File: config.mk
export PLATFORM = sky130hd
export DESIGN_NAME = pamr_mode_status
export DESIGN_NICKNAME = d
export VERILOG_FILES = /design/src/hdl/pamr_pkg.sv /design/src/hdl/pamr_mdio_slave.sv /design/src/hdl/pamr_led_drive.sv /design/src/hdl/pamr_mode_status.sv
export SDC_FILE = /design/constraint.sdc
export NUM_CORES = 1
export LEC_CHECK = 0
export ABC_AREA = 1
export BUFFER_PORTS_ARGS = -buffer_cell sky130_fd_sc_hd__buf_2
export CAP_MARGIN = 20
export CORE_UTILIZATION = 45
export DETAILED_ROUTE_END_ITERATION = 7
export GPL_ROUTABILITY_DRIVEN = 0
export PLACE_DENSITY = 0.65
export SYNTH_ARGS = -nofsm -noshare
export SYNTH_HDL_FRONTEND = slang
export SYNTH_SLANG_ARGS = --single-unit
File: constraint.sdc
create_clock -name ref_clk_i -period 2.1 [get_ports ref_clk_i]
set_input_delay 0.21 -clock ref_clk_i [delete_from_list [all_inputs] [get_ports ref_clk_i]]
set_output_delay 0.21 -clock ref_clk_i [all_outputs]
set_load 0.005 [all_outputs]
File: src/hdl/pamr_pkg.sv
// constants and types shared by the transceiver mode and status register block
package pamr_pkg;
  localparam int unsigned CLK_FREQ_HZ = 20_000_000;
  localparam int unsigned JABBER_TIME_MS = 20;
  localparam int unsigned BLINK_TIME_MS = 40;
  localparam int unsigned JABBER_CYCLES_DEF = JABBER_TIME_MS * (CLK_FREQ_HZ / 1000);
  localparam int unsigned BLINK_CYCLES_DEF = BLINK_TIME_MS * (CLK_FREQ_HZ / 1000);
  localparam logic [4:0] PHY_ADDR_DEF = 5'h01;
  // register offsets
  localparam logic [4:0] REG_AUX_MODE_TWO = 5'h1B;
  localparam logic [4:0] REG_ERR_GEN_STATUS = 5'h1C;
  // auxiliary_mode_two layout
  localparam logic [15:0] AUX2_RESET = 16'h000A;
  localparam logic [15:0] AUX2_WMASK = 16'h0EFE;
  localparam int AUX2_LED_MODE = 9;
  localparam int AUX2_ECHO_BLOCK = 7;
  localparam int AUX2_SQE_CTL = 3;
  // tenbase_error_general_status layout
  localparam logic [15:0] ERRST_RESET = 16'h0800;
  localparam logic [15:0] ERRST_WMASK = 16'hD800;
  localparam logic [7:0] ERRST_RO_LOW = 8'h27;
  localparam int ERR_MDIX_STATUS = 13;
  localparam int ERR_MDIX_FORCE = 12;
  localparam int ERR_AUTO_DIS = 11;
  localparam int ERR_JABBER = 9;
  localparam int ERR_POLARITY = 8;
  // management frame fields
  localparam logic [3:0] MDIO_PRE_START = 4'hD;
  localparam logic [1:0] MDIO_OP_READ = 2'h2;
  localparam logic [1:0] MDIO_OP_WRITE = 2'h1;
  localparam logic [4:0] MDIO_RD_BITS = 5'h10;
  localparam logic [4:0] MDIO_WR_LAST = 5'h11;
  typedef enum logic [3:0] {
    MS_HUNT = 4'h1,
    MS_TURN = 4'h2,
    MS_READ = 4'h4,
    MS_WRITE = 4'h8
  } pamr_mdio_state_t;
endpackage

File: src/hdl/pamr_mdio_slave.sv
// serial management slave: frame decode, register strobes, read data shift-out
`timescale 1ns/1ps
module pamr_mdio_slave #(
  parameter logic [4:0] PHY_ADDR = pamr_pkg::PHY_ADDR_DEF
) (
  // clock and reset
  input wire logic ref_clk_i,
  input wire logic resetn_i,
  // management pins
  input wire logic mdc_i,
  input wire logic mdio_i,
  output logic mdio_o,
  output logic mdio_oe_o,
  // register port
  output logic [4:0] reg_addr_o,
  output logic rd_o,
  output logic wr_o,
  output logic [15:0] wr_data_o,
  input wire logic [15:0] rd_data_i
);
  import pamr_pkg::*;
  logic mdc_d;
  logic mdc_rise;
  logic [15:0] sr;
  logic [15:0] next_sr;
  logic [15:0] shout;
  logic [4:0] cnt;
  pamr_mdio_state_t state;

  assign mdc_rise = mdc_i & ~mdc_d;
  assign next_sr = {sr[14:0], mdio_i};

  always_ff @(posedge ref_clk_i) begin
    if (!resetn_i) begin
      mdc_d <= 1'b0;
    end else begin
      mdc_d <= mdc_i;
    end
  end

  // frame sequencer, one step per mdc rising edge
  always_ff @(posedge ref_clk_i) begin
    if (!resetn_i) begin
      state <= MS_HUNT;
      sr <= 16'h0000;
      shout <= 16'h0000;
      cnt <= 5'h00;
      reg_addr_o <= 5'h00;
      rd_o <= 1'b0;
      wr_o <= 1'b0;
      wr_data_o <= 16'h0000;
      mdio_o <= 1'b0;
      mdio_oe_o <= 1'b0;
    end else begin
      rd_o <= 1'b0;
      wr_o <= 1'b0;
      if (mdc_rise) begin
        case (state)
          MS_HUNT: begin
            sr <= next_sr;
            if (next_sr[15:12] == MDIO_PRE_START && next_sr[9:5] == PHY_ADDR) begin
              reg_addr_o <= next_sr[4:0];
              cnt <= 5'h00;
              if (next_sr[11:10] == MDIO_OP_READ) begin
                rd_o <= 1'b1;
                state <= MS_TURN;
              end else if (next_sr[11:10] == MDIO_OP_WRITE) begin
                state <= MS_WRITE;
              end
            end
          end
          MS_TURN: begin
            mdio_oe_o <= 1'b1;
            mdio_o <= 1'b0;
            shout <= rd_data_i;
            cnt <= MDIO_RD_BITS;
            state <= MS_READ;
          end
          MS_READ: begin
            if (cnt == 5'h00) begin
              mdio_oe_o <= 1'b0;
              mdio_o <= 1'b0;
              sr <= 16'h0000;
              state <= MS_HUNT;
            end else begin
              mdio_o <= shout[15];
              shout <= {shout[14:0], 1'b0};
              cnt <= cnt - 5'h01;
            end
          end
          MS_WRITE: begin
            sr <= next_sr;
            cnt <= cnt + 5'h01;
            if (cnt == MDIO_WR_LAST) begin
              wr_o <= 1'b1;
              wr_data_o <= next_sr;
              sr <= 16'h0000;
              state <= MS_HUNT;
            end
          end
          default: begin
            state <= MS_HUNT;
          end
        endcase
      end
    end
  end
endmodule

File: src/hdl/pamr_led_drive.sv
// indicator driver: steady and blinking patterns for link, speed and activity
`timescale 1ns/1ps
module pamr_led_drive #(
  parameter int unsigned BLINK_CYCLES = pamr_pkg::BLINK_CYCLES_DEF
) (
  // clock and reset
  input wire logic ref_clk_i,
  input wire logic resetn_i,
  // line state
  input wire logic led_mode_i,
  input wire logic link_up_i,
  input wire logic speed100_i,
  input wire logic full_duplex_i,
  input wire logic activity_i,
  input wire logic collision_i,
  // indicators
  output logic led_link_o,
  output logic led_speed_o,
  output logic led_act_o
);
  import pamr_pkg::*;
  localparam int W = $clog2(BLINK_CYCLES + 1);
  localparam logic [W-1:0] HALF = W'(BLINK_CYCLES / 2);
  localparam logic [W-1:0] FULL = W'(BLINK_CYCLES);
  logic [W-1:0] cnt [2];
  logic [1:0] ev;

  // dark in the first half of a blink, lit in the second
  function automatic logic blink_lit(input logic [W-1:0] c);
    blink_lit = (c != '0) && (c <= HALF);
  endfunction

  function automatic logic blink_dark(input logic [W-1:0] c);
    blink_dark = c > HALF;
  endfunction

  assign ev = {collision_i, activity_i};

  // one blink engine per event source
  always_ff @(posedge ref_clk_i) begin
    if (!resetn_i) begin
      for (int k = 0; k < 2; k++) begin
        cnt[k] <= '0;
      end
    end else begin
      for (int k = 0; k < 2; k++) begin
        if (cnt[k] != '0) begin
          cnt[k] <= cnt[k] - W'(1);
        end else if (ev[k]) begin
          cnt[k] <= FULL;
        end
      end
    end
  end

  always_ff @(posedge ref_clk_i) begin
    if (!resetn_i) begin
      led_link_o <= 1'b0;
      led_speed_o <= 1'b0;
      led_act_o <= 1'b0;
    end else begin
      led_speed_o <= speed100_i;
      if (led_mode_i) begin
        led_link_o <= link_up_i & ~blink_dark(cnt[0]); // RULE1
        led_act_o <= full_duplex_i ? ~blink_dark(cnt[1]) : blink_lit(cnt[1]); // RULE1
      end else begin
        led_link_o <= link_up_i; // RULE2
        led_act_o <= blink_lit(cnt[0]); // RULE2
      end
    end
  end

  property p_led_speed;
    @(posedge ref_clk_i) disable iff (!resetn_i)
    1'b1 |=> led_speed_o == $past(speed100_i);
  endproperty
  a_led_speed: assert property (p_led_speed) else $error("speed indicator wrong"); // RULE2

  property p_led_link_steady;
    @(posedge ref_clk_i) disable iff (!resetn_i)
    (!led_mode_i && link_up_i) |=> led_link_o;
  endproperty
  a_led_link_steady: assert property (p_led_link_steady) else $error("link not lit"); // RULE2

  property p_led_link_down;
    @(posedge ref_clk_i) disable iff (!resetn_i)
    !link_up_i |=> !led_link_o;
  endproperty
  a_led_link_down: assert property (p_led_link_down) else $error("link lit while down"); // RULE1
endmodule

File: src/hdl/pamr_mode_status.sv
// auxiliary mode two and error/general status registers with their mode logic
// How it works
// RULE1: mode one: link blinks, act shows duplex/collision
// RULE2: mode zero: link steady, activity indicator blinks
// RULE3: echo block stops transmit echo on rx_dv
// RULE4: echo block: crs follows tx_en, drops immediately
// RULE5: sqe bit zero forces sqe in 10 half
// RULE6: status bit shows crossed pair assignment
// RULE7: force bit selects crossed pairs unless fiber
// RULE8: auto crossover result used when neither forced nor disabled
// RULE9: disable bit resets one, stops auto crossover
// RULE10: jabber flag latches, clears on read when gone
// RULE11: jabber zero at 100, shared with other registers
// RULE12: polarity flag shows a polarity change occurred
// RULE13: long transmit in 10Base-T shuts transmitter off
// RULE14: reserved fields keep reset values or hold writes
`timescale 1ns/1ps
module pamr_mode_status #(
  parameter int unsigned JABBER_CYCLES = pamr_pkg::JABBER_CYCLES_DEF,
  parameter int unsigned BLINK_CYCLES = pamr_pkg::BLINK_CYCLES_DEF,
  parameter logic [4:0] PHY_ADDR = pamr_pkg::PHY_ADDR_DEF
) (
  // clock and reset
  input wire logic ref_clk_i,
  input wire logic resetn_i,
  // management pins
  input wire logic mdc_i,
  input wire logic mdio_i,
  output logic mdio_o,
  output logic mdio_oe_o,
  // line mode
  input wire logic speed100_i,
  input wire logic full_duplex_i,
  input wire logic fiber_mode_select_i,
  input wire logic link_up_i,
  // mac side
  input wire logic tx_en_i,
  input wire logic rx_dv_raw_i,
  input wire logic crs_raw_i,
  output logic rx_dv_o,
  output logic crs_o,
  // transmitter
  input wire logic jabber_disable_i,
  output logic tx_shutoff_o,
  output logic sqe_force_o,
  // crossover
  input wire logic auto_mdix_sel_i,
  output logic mdix_auto_en_o,
  output logic mdix_sel_o,
  // events
  input wire logic activity_i,
  input wire logic collision_i,
  input wire logic polarity_event_i,
  input wire logic status_mirror_rd_i,
  output logic jabber_flag_o,
  // indicators
  output logic led_link_o,
  output logic led_speed_o,
  output logic led_act_o
);
  import pamr_pkg::*;
  localparam int JW = $clog2(JABBER_CYCLES + 1);
  localparam logic [JW-1:0] JAB_LAST = JW'(JABBER_CYCLES - 1);

  logic [4:0] reg_addr;
  logic rd;
  logic wr;
  logic [15:0] wr_data;
  logic [15:0] rd_data;
  logic [15:0] next_rd_data;
  logic [15:0] aux2;
  logic [15:0] errctl;
  logic polarity_flag;
  logic [JW-1:0] jab_cnt;
  logic tx_seen;
  logic ten_hd;
  logic echo_blk;
  logic rd_errst;

  function automatic logic reg_hit(input logic [4:0] addr, input logic [4:0] off);
    reg_hit = (addr == off);
  endfunction

  assign ten_hd = ~speed100_i & ~full_duplex_i;
  assign echo_blk = aux2[AUX2_ECHO_BLOCK] & ten_hd;
  assign rd_errst = rd & reg_hit(reg_addr, REG_ERR_GEN_STATUS);

  pamr_mdio_slave #(
    .PHY_ADDR(PHY_ADDR)
  ) u_mdio (
    .ref_clk_i(ref_clk_i),
    .resetn_i(resetn_i),
    .mdc_i(mdc_i),
    .mdio_i(mdio_i),
    .mdio_o(mdio_o),
    .mdio_oe_o(mdio_oe_o),
    .reg_addr_o(reg_addr),
    .rd_o(rd),
    .wr_o(wr),
    .wr_data_o(wr_data),
    .rd_data_i(rd_data)
  );

  pamr_led_drive #(
    .BLINK_CYCLES(BLINK_CYCLES)
  ) u_led (
    .ref_clk_i(ref_clk_i),
    .resetn_i(resetn_i),
    .led_mode_i(aux2[AUX2_LED_MODE]),
    .link_up_i(link_up_i),
    .speed100_i(speed100_i),
    .full_duplex_i(full_duplex_i),
    .activity_i(activity_i),
    .collision_i(collision_i),
    .led_link_o(led_link_o),
    .led_speed_o(led_speed_o),
    .led_act_o(led_act_o)
  );

  // writable fields; read-only bits keep their reset values
  always_ff @(posedge ref_clk_i) begin
    if (!resetn_i) begin
      aux2 <= AUX2_RESET;
      errctl <= ERRST_RESET; // RULE9
    end else if (wr) begin
      if (reg_hit(reg_addr, REG_AUX_MODE_TWO)) begin
        aux2 <= (wr_data & AUX2_WMASK) | (AUX2_RESET & ~AUX2_WMASK); // RULE14
      end
      if (reg_hit(reg_addr, REG_ERR_GEN_STATUS)) begin
        errctl <= wr_data & ERRST_WMASK; // RULE14
      end
    end
  end

  // read value assembly
  always_comb begin
    next_rd_data = 16'h0000;
    if (reg_hit(reg_addr, REG_AUX_MODE_TWO)) begin
      next_rd_data = aux2;
    end else if (reg_hit(reg_addr, REG_ERR_GEN_STATUS)) begin
      next_rd_data = errctl;
      next_rd_data[7:0] = ERRST_RO_LOW; // RULE14
      next_rd_data[ERR_MDIX_STATUS] = mdix_sel_o; // RULE6
      next_rd_data[ERR_JABBER] = jabber_flag_o; // RULE11
      next_rd_data[ERR_POLARITY] = polarity_flag; // RULE12
    end
  end

  always_ff @(posedge ref_clk_i) begin
    if (!resetn_i) begin
      rd_data <= 16'h0000;
    end else if (rd) begin
      rd_data <= next_rd_data;
    end
  end

  // jabber timer
  always_ff @(posedge ref_clk_i) begin
    if (!resetn_i) begin
      jab_cnt <= '0;
      tx_shutoff_o <= 1'b0;
    end else if (!tx_en_i || speed100_i || jabber_disable_i) begin
      jab_cnt <= '0;
      tx_shutoff_o <= 1'b0; // RULE13
    end else if (jab_cnt == JAB_LAST) begin
      tx_shutoff_o <= 1'b1; // RULE13
    end else begin
      jab_cnt <= jab_cnt + JW'(1);
    end
  end

  // latched flags, a new event beats the read clear
  always_ff @(posedge ref_clk_i) begin
    if (!resetn_i) begin
      jabber_flag_o <= 1'b0;
      polarity_flag <= 1'b0;
    end else begin
      if (speed100_i) begin
        jabber_flag_o <= 1'b0; // RULE11
      end else if (tx_shutoff_o) begin
        jabber_flag_o <= 1'b1; // RULE10
      end else if (rd_errst || status_mirror_rd_i) begin
        jabber_flag_o <= 1'b0; // RULE10
      end
      if (polarity_event_i) begin
        polarity_flag <= 1'b1; // RULE12
      end else if (rd_errst) begin
        polarity_flag <= 1'b0;
      end
    end
  end

  // crossover selection
  always_ff @(posedge ref_clk_i) begin
    if (!resetn_i) begin
      mdix_sel_o <= 1'b0;
      mdix_auto_en_o <= 1'b0;
    end else begin
      mdix_auto_en_o <= ~fiber_mode_select_i & ~errctl[ERR_MDIX_FORCE] & ~errctl[ERR_AUTO_DIS];
      if (fiber_mode_select_i) begin
        mdix_sel_o <= 1'b0; // RULE7
      end else if (errctl[ERR_MDIX_FORCE]) begin
        mdix_sel_o <= 1'b1; // RULE7
      end else if (!errctl[ERR_AUTO_DIS]) begin
        mdix_sel_o <= auto_mdix_sel_i; // RULE8
      end else begin
        mdix_sel_o <= 1'b0; // RULE9
      end
    end
  end

  // echo blocking on the mac receive side
  always_ff @(posedge ref_clk_i) begin
    if (!resetn_i) begin
      tx_seen <= 1'b0;
      rx_dv_o <= 1'b0;
      crs_o <= 1'b0;
    end else begin
      if (tx_en_i) begin
        tx_seen <= 1'b1;
      end else if (!crs_raw_i) begin
        tx_seen <= 1'b0;
      end
      if (echo_blk && (tx_en_i || tx_seen)) begin
        rx_dv_o <= 1'b0; // RULE3
      end else begin
        rx_dv_o <= rx_dv_raw_i;
      end
      if (echo_blk) begin
        crs_o <= tx_en_i | (crs_raw_i & ~tx_seen); // RULE4
      end else begin
        crs_o <= crs_raw_i;
      end
    end
  end

  // signal quality error control
  always_ff @(posedge ref_clk_i) begin
    if (!resetn_i) begin
      sqe_force_o <= 1'b0;
    end else begin
      sqe_force_o <= ~aux2[AUX2_SQE_CTL] & ten_hd; // RULE5
    end
  end

  property p_echo_rxdv;
    @(posedge ref_clk_i) disable iff (!resetn_i)
    (echo_blk && tx_en_i) |=> !rx_dv_o;
  endproperty
  a_echo_rxdv: assert property (p_echo_rxdv) else $error("echo reached rx_dv"); // RULE3

  property p_crs_drop;
    @(posedge ref_clk_i) disable iff (!resetn_i)
    (echo_blk && $past(tx_en_i) && !tx_en_i) |=> !crs_o;
  endproperty
  a_crs_drop: assert property (p_crs_drop) else $error("crs lingered after tx_en"); // RULE4

  property p_sqe;
    @(posedge ref_clk_i) disable iff (!resetn_i)
    ##1 sqe_force_o == $past(!aux2[AUX2_SQE_CTL] && ten_hd);
  endproperty
  a_sqe: assert property (p_sqe) else $error("sqe force wrong"); // RULE5

  property p_mdix_read;
    @(posedge ref_clk_i) disable iff (!resetn_i)
    rd_errst |=> rd_data[ERR_MDIX_STATUS] == $past(mdix_sel_o) && rd_data[7:0] == ERRST_RO_LOW;
  endproperty
  a_mdix_read: assert property (p_mdix_read) else $error("status read wrong"); // RULE6

  property p_mdix_force;
    @(posedge ref_clk_i) disable iff (!resetn_i)
    (errctl[ERR_MDIX_FORCE] && !fiber_mode_select_i) [*2] |-> mdix_sel_o;
  endproperty
  a_mdix_force: assert property (p_mdix_force) else $error("force not applied"); // RULE7

  property p_mdix_auto;
    @(posedge ref_clk_i) disable iff (!resetn_i)
    (!errctl[ERR_MDIX_FORCE] && !errctl[ERR_AUTO_DIS] && !fiber_mode_select_i)
      |=> mdix_sel_o == $past(auto_mdix_sel_i);
  endproperty
  a_mdix_auto: assert property (p_mdix_auto) else $error("auto result lost"); // RULE8

  property p_mdix_off;
    @(posedge ref_clk_i) disable iff (!resetn_i)
    (errctl[ERR_AUTO_DIS] && !errctl[ERR_MDIX_FORCE]) |=> !mdix_sel_o && !mdix_auto_en_o;
  endproperty
  a_mdix_off: assert property (p_mdix_off) else $error("auto not disabled"); // RULE9

  property p_jab_hold;
    @(posedge ref_clk_i) disable iff (!resetn_i)
    (jabber_flag_o && !rd_errst && !status_mirror_rd_i && !speed100_i) |=> jabber_flag_o;
  endproperty
  a_jab_hold: assert property (p_jab_hold) else $error("jabber flag lost"); // RULE10

  property p_jab_set;
    @(posedge ref_clk_i) disable iff (!resetn_i)
    (tx_shutoff_o && !speed100_i) |=> jabber_flag_o;
  endproperty
  a_jab_set: assert property (p_jab_set) else $error("jabber not latched"); // RULE10

  property p_jab_fast;
    @(posedge ref_clk_i) disable iff (!resetn_i)
    speed100_i |=> !jabber_flag_o && !tx_shutoff_o;
  endproperty
  a_jab_fast: assert property (p_jab_fast) else $error("jabber at 100"); // RULE11

  property p_pol;
    @(posedge ref_clk_i) disable iff (!resetn_i)
    polarity_event_i |=> polarity_flag;
  endproperty
  a_pol: assert property (p_pol) else $error("polarity not latched"); // RULE12

  property p_shutoff;
    @(posedge ref_clk_i) disable iff (!resetn_i)
    !tx_en_i |=> !tx_shutoff_o;
  endproperty
  a_shutoff: assert property (p_shutoff) else $error("shutoff without transmit"); // RULE13
endmodule

Word-level counts from Yosys, hierarchy flattened
Memory sizes are Yosys's and may differ from the RTL's.
Index checks and enable logic that the tools add are counted.
{"block": "totals", "reg_bits": 127, "ram_bits": 40, "input_bits": 17, "n_memories": 1}
{"block": "classes", "addsub": 5, "n_lt_le_gt_ge": 4, "eq_ne": 18, "n_mux": 53, "bitwise_logic": 25, "reduce_logical": 33}
{"name": "u_led.cnt", "words": 2, "word_bits": 20, "read_ports": 2, "rd_clocked_by_memory_dff": 0, "wr": 2, "line": "pamr_led_drive.sv:25", "text": "logic [W-1:0] cnt [2];"}
{"operator": "$mux 20", "n": 4}
{"operator": "$mux 16", "n": 3}
{"operator": "$pmux 15 s3", "n": 1}
{"operator": "$gt 20x19->1 const B", "n": 2}
{"operator": "$le 20x19->1 const B", "n": 2}
{"operator": "$reduce_bool 20->1", "n": 2}
{"operator": "$sub 20x1->20 const B", "n": 2}
{"operator": "$pmux 16 s2", "n": 1}
{"operator": "$mux 1", "n": 31}
{"operator": "$mux 15", "n": 2}
{"operator": "$mux 4", "n": 5}
{"operator": "$pmux 5 s4", "n": 1}
{"operator": "$add 19x1->19 const B", "n": 1}
{"operator": "$eq 19x19->1 const B", "n": 1}
{"operator": "$reduce_and 3->1", "n": 6}
{"operator": "$pmux 4 s4", "n": 1}
{"operator": "$eq 5x5->1 const B", "n": 3}
{"operator": "$not 1->1", "n": 11}
{"operator": "$mux 5", "n": 2}
{"operator": "$and 1x1->1", "n": 9}
{"operator": "$eq 4x4->1 const B", "n": 2}
{"operator": "$reduce_and 4->1", "n": 2}
{"operator": "$reduce_or 2->1", "n": 4}
{"operator": "$ne 2x1->1 const B", "n": 3}
{"operator": "other kinds (21)", "n": 37}

Depth between registers and ports, before layout
Gate-level depths: netlist of run 1.
An unclocked memory read counts as a cell.
{"block": "logic_depth", "depth_word": 7, "mapped_depth": 12, "depth_no_buf": 12}

By module
From an unflattened synthesis of run 1, not the netlist that was laid out.
{"block": "unflattened", "hier_cells": 1196, "hier_area_um2": 8515.7}
{"mod": "pamr_mdio_slave", "instances": 1, "cells_each": 447, "area_per_inst_um2": 3200.6, "seq_area_each_um2": 1321.3}
{"mod": "pamr_led_drive", "instances": 1, "cells_each": 395, "area_per_inst_um2": 2781.4, "seq_area_each_um2": 1061.0}
{"mod": "pamr_mode_status", "instances": 1, "cells_each": 354, "area_per_inst_um2": 2533.7, "seq_area_each_um2": 1161.1}

Least setup slack after synthesis of run 1
Ideal clock, no wire load.
{"block": "synth_path", "kind": "register to register", "start": "mem u_led.cnt[0][0] in the netlist's numbering", "end": "mem u_led.cnt[0][0] in the netlist's numbering, enable pin", "arrival_time_ps": 1525, "t_required_ps": 1648, "setup_slack_ps": 123, "stages_incl_launch_ff": 8, "n_path_buf": 0, "synth_period_minus_slack_ps": 1977, "path_cell_list": "edfxtp_1 inv_1 ha_1 inv_1 nor2_1 nand3_1 nor4_1 nand3_1"}
{"item": "start: declaration", "line": "pamr_led_drive.sv:25"}

==> metrics.txt, run 1 <==
combinational power share=0.275; Synth async-reset ratio=0; P_sw=3.29 mW; Post-Route Setup TNS=0 ns; Yosys top cell area share=0.364; Crit path arrival time=2.05 ns; die width=135 um; largest net degree at the start of global routing=56; synth unique cells=45; power density over cell area=1060 nW/um^2; total routed wirelength=17.1 mm; Num CTS Buffers=17; Tmin final=1.88 ns; Max Slew Vio Count=0; final instance area=8910 sq um; Antenna Cells=0; final core utilization=0.517; worst path required time=2.27 ns; Clock Skew=0.0111 ns; worst skew pair latency=0.43 ns; peak supply drop=0.000663 V; number of global-route vias before repair=6170; CTS clock-pin slew for the worst setup and hold paths=0.07 ns; YS warnings=0; cell with the most instances after synthesis=nand2_1; TritonRoute pass-1 iters=5; CP Launch Type=flip-flop; port bufs=28; Vias=6787; Leakage Power=3.84 nW; Seq cells post-synth=164; clock sink count=164; Initial Util=0.460; mux cell area share after synthesis=0; EDFF count, synth=20; Least-Margin Pin Slew=0.570 ns; initial antenna violation count=0; Crit Path Max Fanout=14; htree depth=4; Pint=6.16 mW; Tightest Hold Check Type=in -> reg; drt wl/cell=12.5 um; core outline area=17200 sq um; Setup violations, final=0; post-synth top area cell=dfxtp_1; first-pass GRT wire length=29.4 mm; Die Span Y=135 um; Hold Slack=0.0235 ns; vias per inst=4.96; Initial DRC Count=470; Post-CTS Setup Inserts=0; layout cells sized above 1=0.101; Final period util=0.893; Final nets=1156; root buf cell=clkbuf_16; Rel. slew slack=0.620; Placed Area=8300 sq um; top-level port count=29; fmax=533 MHz; GRT Overall Usage=0.202; global route total overflow=0; FP Rows=48; Sw Ratio=0.348; Post-Synth Adder-Cell Area=0.0152; DP Wirelength=12.4 mm; sequential fraction of the synthesis area=0.440; Area contributors post-synth=dfxtp_1 (36%), nand2_1 (13%), nor2_1 (8.3%); largest family of logic cells by synthesized area=simple AND/OR/NAND/NOR gates; Fin. Hold Viols=0; post-synthesis xor/xnor area fraction=0.0309; Max Cap Viol=0; WS Path Type=reg -> reg; syn_area_per_cell=7.22 sq um; Layout area overhead=12.4%; Die ar.=18100 sq um; Synth Net Count=1123; status=completed; Seq pwr share=0.409; Syn Inst Count=1097; Post-synth top cells=nand2_1 (266), nor2_1 (176), dfxtp_1 (144), inv_1 (107), a21oi_1 (76); ys flop type=dfxtp_1; # DRC=0; Synth Area in Simple Gates=0.331; RSZ-0062 raised after global routing=false; CTS tree=yes; clock network power share=0.315; Post-DRT Antenna Nets=0; Worst Setup End Kind=flip-flop; Synth Area in Compound Gates=0.108; synthesized area=7920 sq um; Clock Tree Buf Depth=2
[worst max-delay path, stage by stage (launching register included)]
cell      delay (ns)
edfxtp_1        0.46
nor2_2          0.20
nand2_1         0.09
nor2_1          0.16
nor3b_2         0.23
nand2_1         0.17
nand3_4         0.22
nor2_1          0.07
[metrics by stage]
stage | setup slack [ns] | instances | power, mW
detailed placement | 0.213 | 1333 | 6.51
floorplan | 0.123 | 1097 | 5.91
global placement | 0.276 | 1333 | 6.48
finish | 0.224 | 1368 | 9.44
CTS | 0.190 | 1368 | 9.51
global route | 0.0220 | 1368 | 10.1
[power by group through the flow]
| stage | Combinational, mW | Sequential (mW) | Clock [mW] |
|---|---|---|---|
| 3_5_place_dp | 2.58 | 3.93 | 0 |
| 2_1_floorplan | 2.07 | 3.84 | 0 |
| 4_1_cts | 2.60 | 3.86 | 3.05 |
| 3_3_place_gp | 2.56 | 3.92 | 0 |
| 5_1_grt | 3.00 | 3.91 | 3.17 |
| 6_report | 2.60 | 3.86 | 2.98 |
[state kept, by name, indices dropped and copies added (netlist names), 5 cells and up]
name	flops
u_mdio.cnt	5
u_mdio.sr	15
u_led.cnt	40
aux2	10
jab_cnt	19
u_mdio.wr_data_o	13
rd_data	16
u_mdio.reg_addr_o	5
u_mdio.shout	16
[layout make-up]
type	count	area, sq um
tap	225	282
clock inverter	12	92.6
timing repair buffer	47	290
fill	1709	8330
clock buffer	20	478
inverter	112	420
multi-input combinational	788	3860
sequential	164	3480
[kinds of logic after synthesis]
kind of cell,count (synthesis)
simple gates,598
fa+ha+maj,9
compound gates,153
buf+inv,145
xor+xnor,28
flops,164
[layout by cell type (no fill, tap or decap), drive strengths merged, types with 4 or more instances in the layout]
master / n
nand2: 270
nor2: 184
dfxtp: 144
inv: 115
nand3: 84
a21oi: 76
o21ai: 58
buf: 44
nor3: 26
xor2: 22
edfxtp: 20
clkbuf: 20
o211a: 13
nand4: 12
ha: 8
or2: 6
xnor2: 6
nor4: 6
nor3b: 5
clkinv: 5
clkinvlp: 4
[timing repair]
item,CTS,global route
hold buffers,3,0
endpoints found under the hold margin,3,0
endpoints found under the setup margin,0,2
resized for setup,0,2
[metal layers]
metal | share of wire | GRT usage | vias up
met1 | 0.51 | 0.281 | 3036
met2 | 0.43 | 0.304 | 106
met5 | 0 | 0 | -
met3 | 0.036 | 0.0394 | 23
li1 | - | - | 3622
met4 | 0.020 | 0.0843 | 0
[path summary, 6_finish.rpt]
kind / startpoint / to / slack (ns) / cells after the start
max: u_led.cnt[0][11] / u_led.cnt[0][14] / 0.22 / 7
min: fiber_mode_select_i / mdix_auto_en_o / 0.02 / 3
max reg2reg: u_led.cnt[0][11] / u_led.cnt[0][14] / 0.22 / 7
min reg2reg: u_mdio.shout[8] / u_mdio.shout[8] / 0.46 / 2
Note: power is estimated with default switching activity, not from simulation.
==> inputs of run 2 (changes only) <==
--- a/config.mk
+++ b/config.mk
@@ -11,7 +11,7 @@
 export CORE_UTILIZATION = 45
 export DETAILED_ROUTE_END_ITERATION = 7
 export GPL_ROUTABILITY_DRIVEN = 0
-export PLACE_DENSITY = 0.65
+export PLACE_DENSITY = 0.63
 export SYNTH_ARGS = -nofsm -noshare
 export SYNTH_HDL_FRONTEND = slang
 export SYNTH_SLANG_ARGS = --single-unit
==> constraint.sdc (replaced) <==
create_clock -name ref_clk_i -period 1.9 [get_ports ref_clk_i]
set_input_delay 0.19 -clock ref_clk_i [delete_from_list [all_inputs] [get_ports ref_clk_i]]
set_output_delay 0.19 -clock ref_clk_i [all_outputs]
set_load 0.1 [all_outputs]
==> metrics.txt, run 2 (same netlist as run 1, synthesis figures left out) <==
status=completed; Tightest Hold Check Type=in -> reg; Crit-path slowest cell=edfxtp_1; first-pass GRT wire length=28.9 mm; peak supply drop=0.000660 V; layout cells sized above 1=0.135; pre-CTS WS=0.00865 ns; r2r setup slk=0.02 ns; initial antenna violation count=0; Post-DRT Antenna Nets=0; Initial DRC Count=528; Clock Tree Buf Depth=2; max reg flops=40; Pint=7.15 mW; FF-to-FF Start=u_led.cnt[0][0]; drt wl/cell=12.4 um; top-level port count=29; Least-Margin Pin Slew=0.508 ns; CTS tree=yes; Crit Path Max Fanout=7; port bufs=28; Crit path arrival time=2.06 ns; Max Slew Vio Count=0; core outline area=17200 sq um; reg2reg path depth=9; GRT Overall Usage=0.199; largest reg by FF count=u_led.cnt; hold path startpoint=speed100_i; root buf cell=clkbuf_16; Num CTS Buffers=17; CTS clock-pin slew for the worst setup and hold paths=0.06 ns; clock network power share=0.305; Final WS setup=0.0234 ns; number of global-route vias before repair=6063; RSZ-0062 raised after global routing=true; Layout area overhead=16.7%; vias per inst=4.89; largest net degree at the start of global routing=56; fmax=533 MHz; Setup violations, final=0; clock sink count=164; htree depth=4; # DRC=0; global route total overflow=0; largest registers=u_led.cnt: 40 flops, jab_cnt: 19 flops; Die Span Y=135 um; Vias=6800; Die ar.=18100 sq um; combinational power share=0.303; Fin. Hold Viols=0; WS Path Type=reg -> reg; crit-path cells=inv_2, ha_4, inv_2, nor2_2, nand3_2, nor3b_4, nand3_4, nand3_4, nor2_1; final instance area=9240 sq um; power density over cell area=1180 nW/um^2; Initial Util=0.460; Tmin final=1.88 ns; Filler cells=1627; Sw Ratio=0.342; Leakage Power=3.99 nW; Placed Area=8480 sq um; Clock Skew=0.00836 ns; Min-Delay Path Depth=3; Antenna Cells=0; Rel. slew slack=0.664; TritonRoute pass-1 iters=5; worst r2r dst=u_led.cnt[0][7]; P_sw=3.72 mW; die width=135 um; commonest cells after routing, fill and taps aside=nand2_1 (263), nor2_1 (166), dfxtp_1 (144), inv_1 (103), a21oi_1 (75); DP Wirelength=12.5 mm; Seq pwr share=0.392; Worst Setup End Kind=flip-flop; worst path required time=2.08 ns; leading cell type in the layout, fill and taps excluded=nand2_1; total power=10.9 mW; worst skew pair latency=0.43 ns; Max Cap Viol=0; FP Rows=48; Final nets=1178; total routed wirelength=17.3 mm; WHS Endpoint=u_led.led_speed_o; Final period util=0.988; CP Launch Type=flip-flop; CP max stage delay=0.40 ns
[run 2: area by class of cell]
type / count / area [sq um] / share of cell area
clock buffer: 24 / 502 / 0.0543
timing repair buffer: 68 / 488 / 0.0528
clock inverter: 8 / 72.6 / 0.00785
inverter: 112 / 420 / 0.0455
multi-input combinational: 789 / 4000 / 0.432
tap: 225 / 282 / 0.0305
sequential: 164 / 3480 / 0.377
[run 2: repair_timing]
item	CTS	global route
endpoints found under the hold margin	4	0
setup endpoints to repair	0	25
hold buffers	4	0
gates resized for setup	0	31
buffers inserted	0	1
[run 2: layer usage]
layer  vias up  global-route usage  routed length (um)
met5         -                   0                   0
met4         0              0.0699                 247
met3        20              0.0342                 405
met2        74               0.305                7710
met1      3043               0.280                8930
li1       3663                   -                   -
[run 2: worst max-delay path, delay by kind of cell, from the launching register on]
family / cells / cell delay (ns)
fa+ha+maj: 1 / 0.13
buf+inv: 2 / 0.13
flops: 1 / 0.40
simple gates: 6 / 0.95
[run 2: stage by stage]
| step | setup TNS, ns | cells | utilization | hold slack (ns) |
|---|---|---|---|---|
| 3_3_place_gp | 0 | 1352 | 0.492 | 0.386 |
| 4_1_cts | 0 | 1388 | 0.528 | 0.00150 |
| 2_1_floorplan | 0 | 1097 | - | 0.267 |
| 3_5_place_dp | 0 | 1352 | 0.492 | 0.397 |
| 6_report | 0 | 1390 | 0.536 | 0.0179 |
| 5_1_grt | -0.464 | 1390 | 0.536 | 0.0252 |
[run 2: how the worst max path moves through the flow]
stage	endpoint	slack [ns]	cells past startpoint	from
6_report	u_led.cnt[0][7]	0.02	9	u_led.cnt[0][0]
4_1_cts	u_led.cnt[0][2]	0.001	9	u_led.cnt[0][0]
3_3_place_gp	u_led.cnt[0][0]	0.09	9	u_led.cnt[0][0]
3_5_place_dp	u_led.cnt[0][2]	0.009	9	u_led.cnt[0][0]
5_1_grt	u_led.cnt[0][7]	-0.09	9	u_led.cnt[0][0]
2_1_floorplan	u_led.cnt[0][0]	0.11	7	u_led.cnt[0][0]
[run 2: power by group through the flow]
stage               clock network (mW)  registers, mW  logic (mW)
floorplan                            0           4.34        2.29
global placement                     0           4.32        3.09
detailed placement                   0           4.32        3.12
CTS                               3.41           4.25        3.15
global route                      3.53           4.32        3.76
finish                            3.32           4.26        3.29
==> inputs of run 3 (changes only) <==
--- a/config.mk
+++ b/config.mk
@@ -11,7 +11,8 @@
 export CORE_UTILIZATION = 45
 export DETAILED_ROUTE_END_ITERATION = 7
 export GPL_ROUTABILITY_DRIVEN = 0
-export PLACE_DENSITY = 0.63
+export GPL_TIMING_DRIVEN = 0
+export PLACE_DENSITY = 0.65
 export SYNTH_ARGS = -nofsm -noshare
 export SYNTH_HDL_FRONTEND = slang
 export SYNTH_SLANG_ARGS = --single-unit
==> constraint.sdc (replaced) <==
create_clock -name ref_clk_i -period 1.7 [get_ports ref_clk_i]
set_input_delay 0.17 -clock ref_clk_i [delete_from_list [all_inputs] [get_ports ref_clk_i]]
set_output_delay 0.17 -clock ref_clk_i [all_outputs]
set_load 0.1 [all_outputs]
==> metrics.txt, run 3 (same netlist as run 1, synthesis figures left out) <==
first-pass GRT wire length=31.0 mm; crit-path cells=nor2_2, nand2_2, nor2_2, nor3b_4, nand3_2, nand3_4, buf_6, nor2_1; Die ar.=18100 sq um; DP Wirelength=13.4 mm; Die Span Y=135 um; max reg flops=40; FP Rows=48; Clock Tree Buf Depth=2; Least-Margin Pin Slew=0.881 ns; GR Util met3=0.0443; # DRC=0; Placed Area=8370 sq um; Fin. Hold Viols=0; Leakage Power=4.16 nW; CTS tree=yes; Filler cells=1575; largest registers=u_led.cnt: 40 flops, jab_cnt: 19 flops; drt wl/cell=13.6 um; Reg area=3500 sq um; met2 usage=0.350; CP max stage delay=0.41 ns; vias per inst=5.05; Max Cap Viol=0; Max Slew Vio Count=0; worst skew pair latency=0.43 ns; Initial DRC Count=431; total routed wirelength=19.4 mm; core outline area=17200 sq um; final instance area=9790 sq um; GRT Overall Usage=0.215; CTS clock-pin slew for the worst setup and hold paths=0.06 ns; Final period util=1.11; Antenna Cells=0; power density over cell area=1270 nW/um^2; Initial Util=0.460; clock sink count=164; WS Path Type=reg -> reg; RSZ-0062 raised after global routing=true; Worst Setup End Kind=flip-flop; Num CTS Buffers=17; Final WS setup=-0.193 ns; Post-Route Setup TNS=-4.36 ns; number of global-route vias before repair=6465; status=finished, violations left; Clock Skew=0.00797 ns; Layout area overhead=23.5%; Post-DRT Antenna Nets=0; largest net degree at the start of global routing=17; peak supply drop=0.000832 V; initial antenna violation count=0; root buf cell=clkbuf_16; Crit Path Max Fanout=5; top-level port count=29; area of the multi-input gates=4270 sq um; layout cells sized above 1=0.191; fmax=528 MHz; total power=12.5 mW; port bufs=27; Crit path arrival time=2.08 ns; GR Util met1=0.291; failing checks=negative setup slack; Tightest Hold Check Type=in -> reg; Buf/Inv on CP=1; Final nets=1217; commonest cells after routing, fill and taps aside=nand2_1 (253), nor2_1 (143), dfxtp_1 (138), inv_1 (103), a21oi_1 (75); TritonRoute pass-1 iters=5; Tmin final=1.89 ns; CP Launch Type=flip-flop; r2r setup slk=-0.19 ns; Setup violations, final=43; htree depth=4; Vias=7209; Crit-path slowest cell=edfxtp_1; worst path required time=1.88 ns; Top Family by Delay on Critical Path=simple AND/OR/NAND/NOR gates; Rel. slew slack=0.413; largest reg by FF count=u_led.cnt; die width=135 um; gr busiest metal=met2; leading cell type in the layout, fill and taps excluded=nand2_1; Worst path most repeated cell=nor2_2; global route total overflow=0
==> run 3: cell count changes in the layout (fill, tap and decap cells not counted), moves of 10 or more <==
cell,before,now
buf_6,0,11
clkbuf_1,2,16
nand2_1,263,253
nor2_1,166,143
nor2_4,5,17
nor2_2,12,23
==> run 3: power by group <==
group / switching, mW / internal, mW
clock: 1.53 / 2.16
combinational: 2.47 / 1.48
sequential: 0.432 / 4.38
total: 4.43 / 8.02
==> run 3: final cells by class <==
type,count,area share
buffer,33,0.0207
timing repair buffer,74,0.0556
inverter,112,0.0441
clock inverter,8,0.00780
multi-input combinational,789,0.436
sequential,164,0.357
tap,225,0.0288
clock buffer,22,0.0496
==> run 3: path summary, 6_finish.rpt <==
path | start | endpoint | depth (start not counted)
max reg2reg | u_led.cnt[0][13] | u_led.cnt[0][15] | 8
min | crs_raw_i | tx_seen | 3
min reg2reg | u_mdio.shout[8] | u_mdio.shout[8] | 2
max | u_led.cnt[0][13] | u_led.cnt[0][15] | 8
==> run 3: worst reg2reg max path, delay by kind of cell (launching register included) <==
kind,cells,cell delay [ns]
flops,1,0.41
simple gates,7,1.09
buf+inv,1,0.14
==> run 3: layer usage <==
layer | vias up | wire, um | part of all wire
li1 | 3731 | - | -
met1 | 3322 | 9290 | 0.48
met2 | 140 | 9140 | 0.47
met3 | 16 | 800 | 0.041
met4 | 0 | 168 | 0.0087
met5 | - | 0 | 0
==> run 3: what timing repair did <==
| item | 4_1_cts | 5_1_grt |
|---|---|---|
| hold buffers | 8 | 0 |
| resized for setup | 45 | 91 |
| pin swaps | 17 | 28 |
| buffers inserted | 13 | 24 |
| endpoints found under the setup margin | 80 | 108 |
| hold endpoints to repair | 7 | 0 |
| gates cloned | 2 | 1 |
==> run 3: through the flow <==
| step | utilization | std cells | worst slack (ns) | hold slack [ns] |
|---|---|---|---|---|
| finish | 0.568 | 1427 | -0.193 | 0.0382 |
| global route | 0.568 | 1427 | -0.257 | 0.0311 |
| CTS | 0.539 | 1402 | -0.179 | 0.0121 |
| detailed placement | 0.485 | 1349 | -0.454 | 0.372 |
| global placement | 0.485 | 1349 | -0.445 | 0.370 |
| floorplan | - | 1097 | 0.0134 | 0.247 |
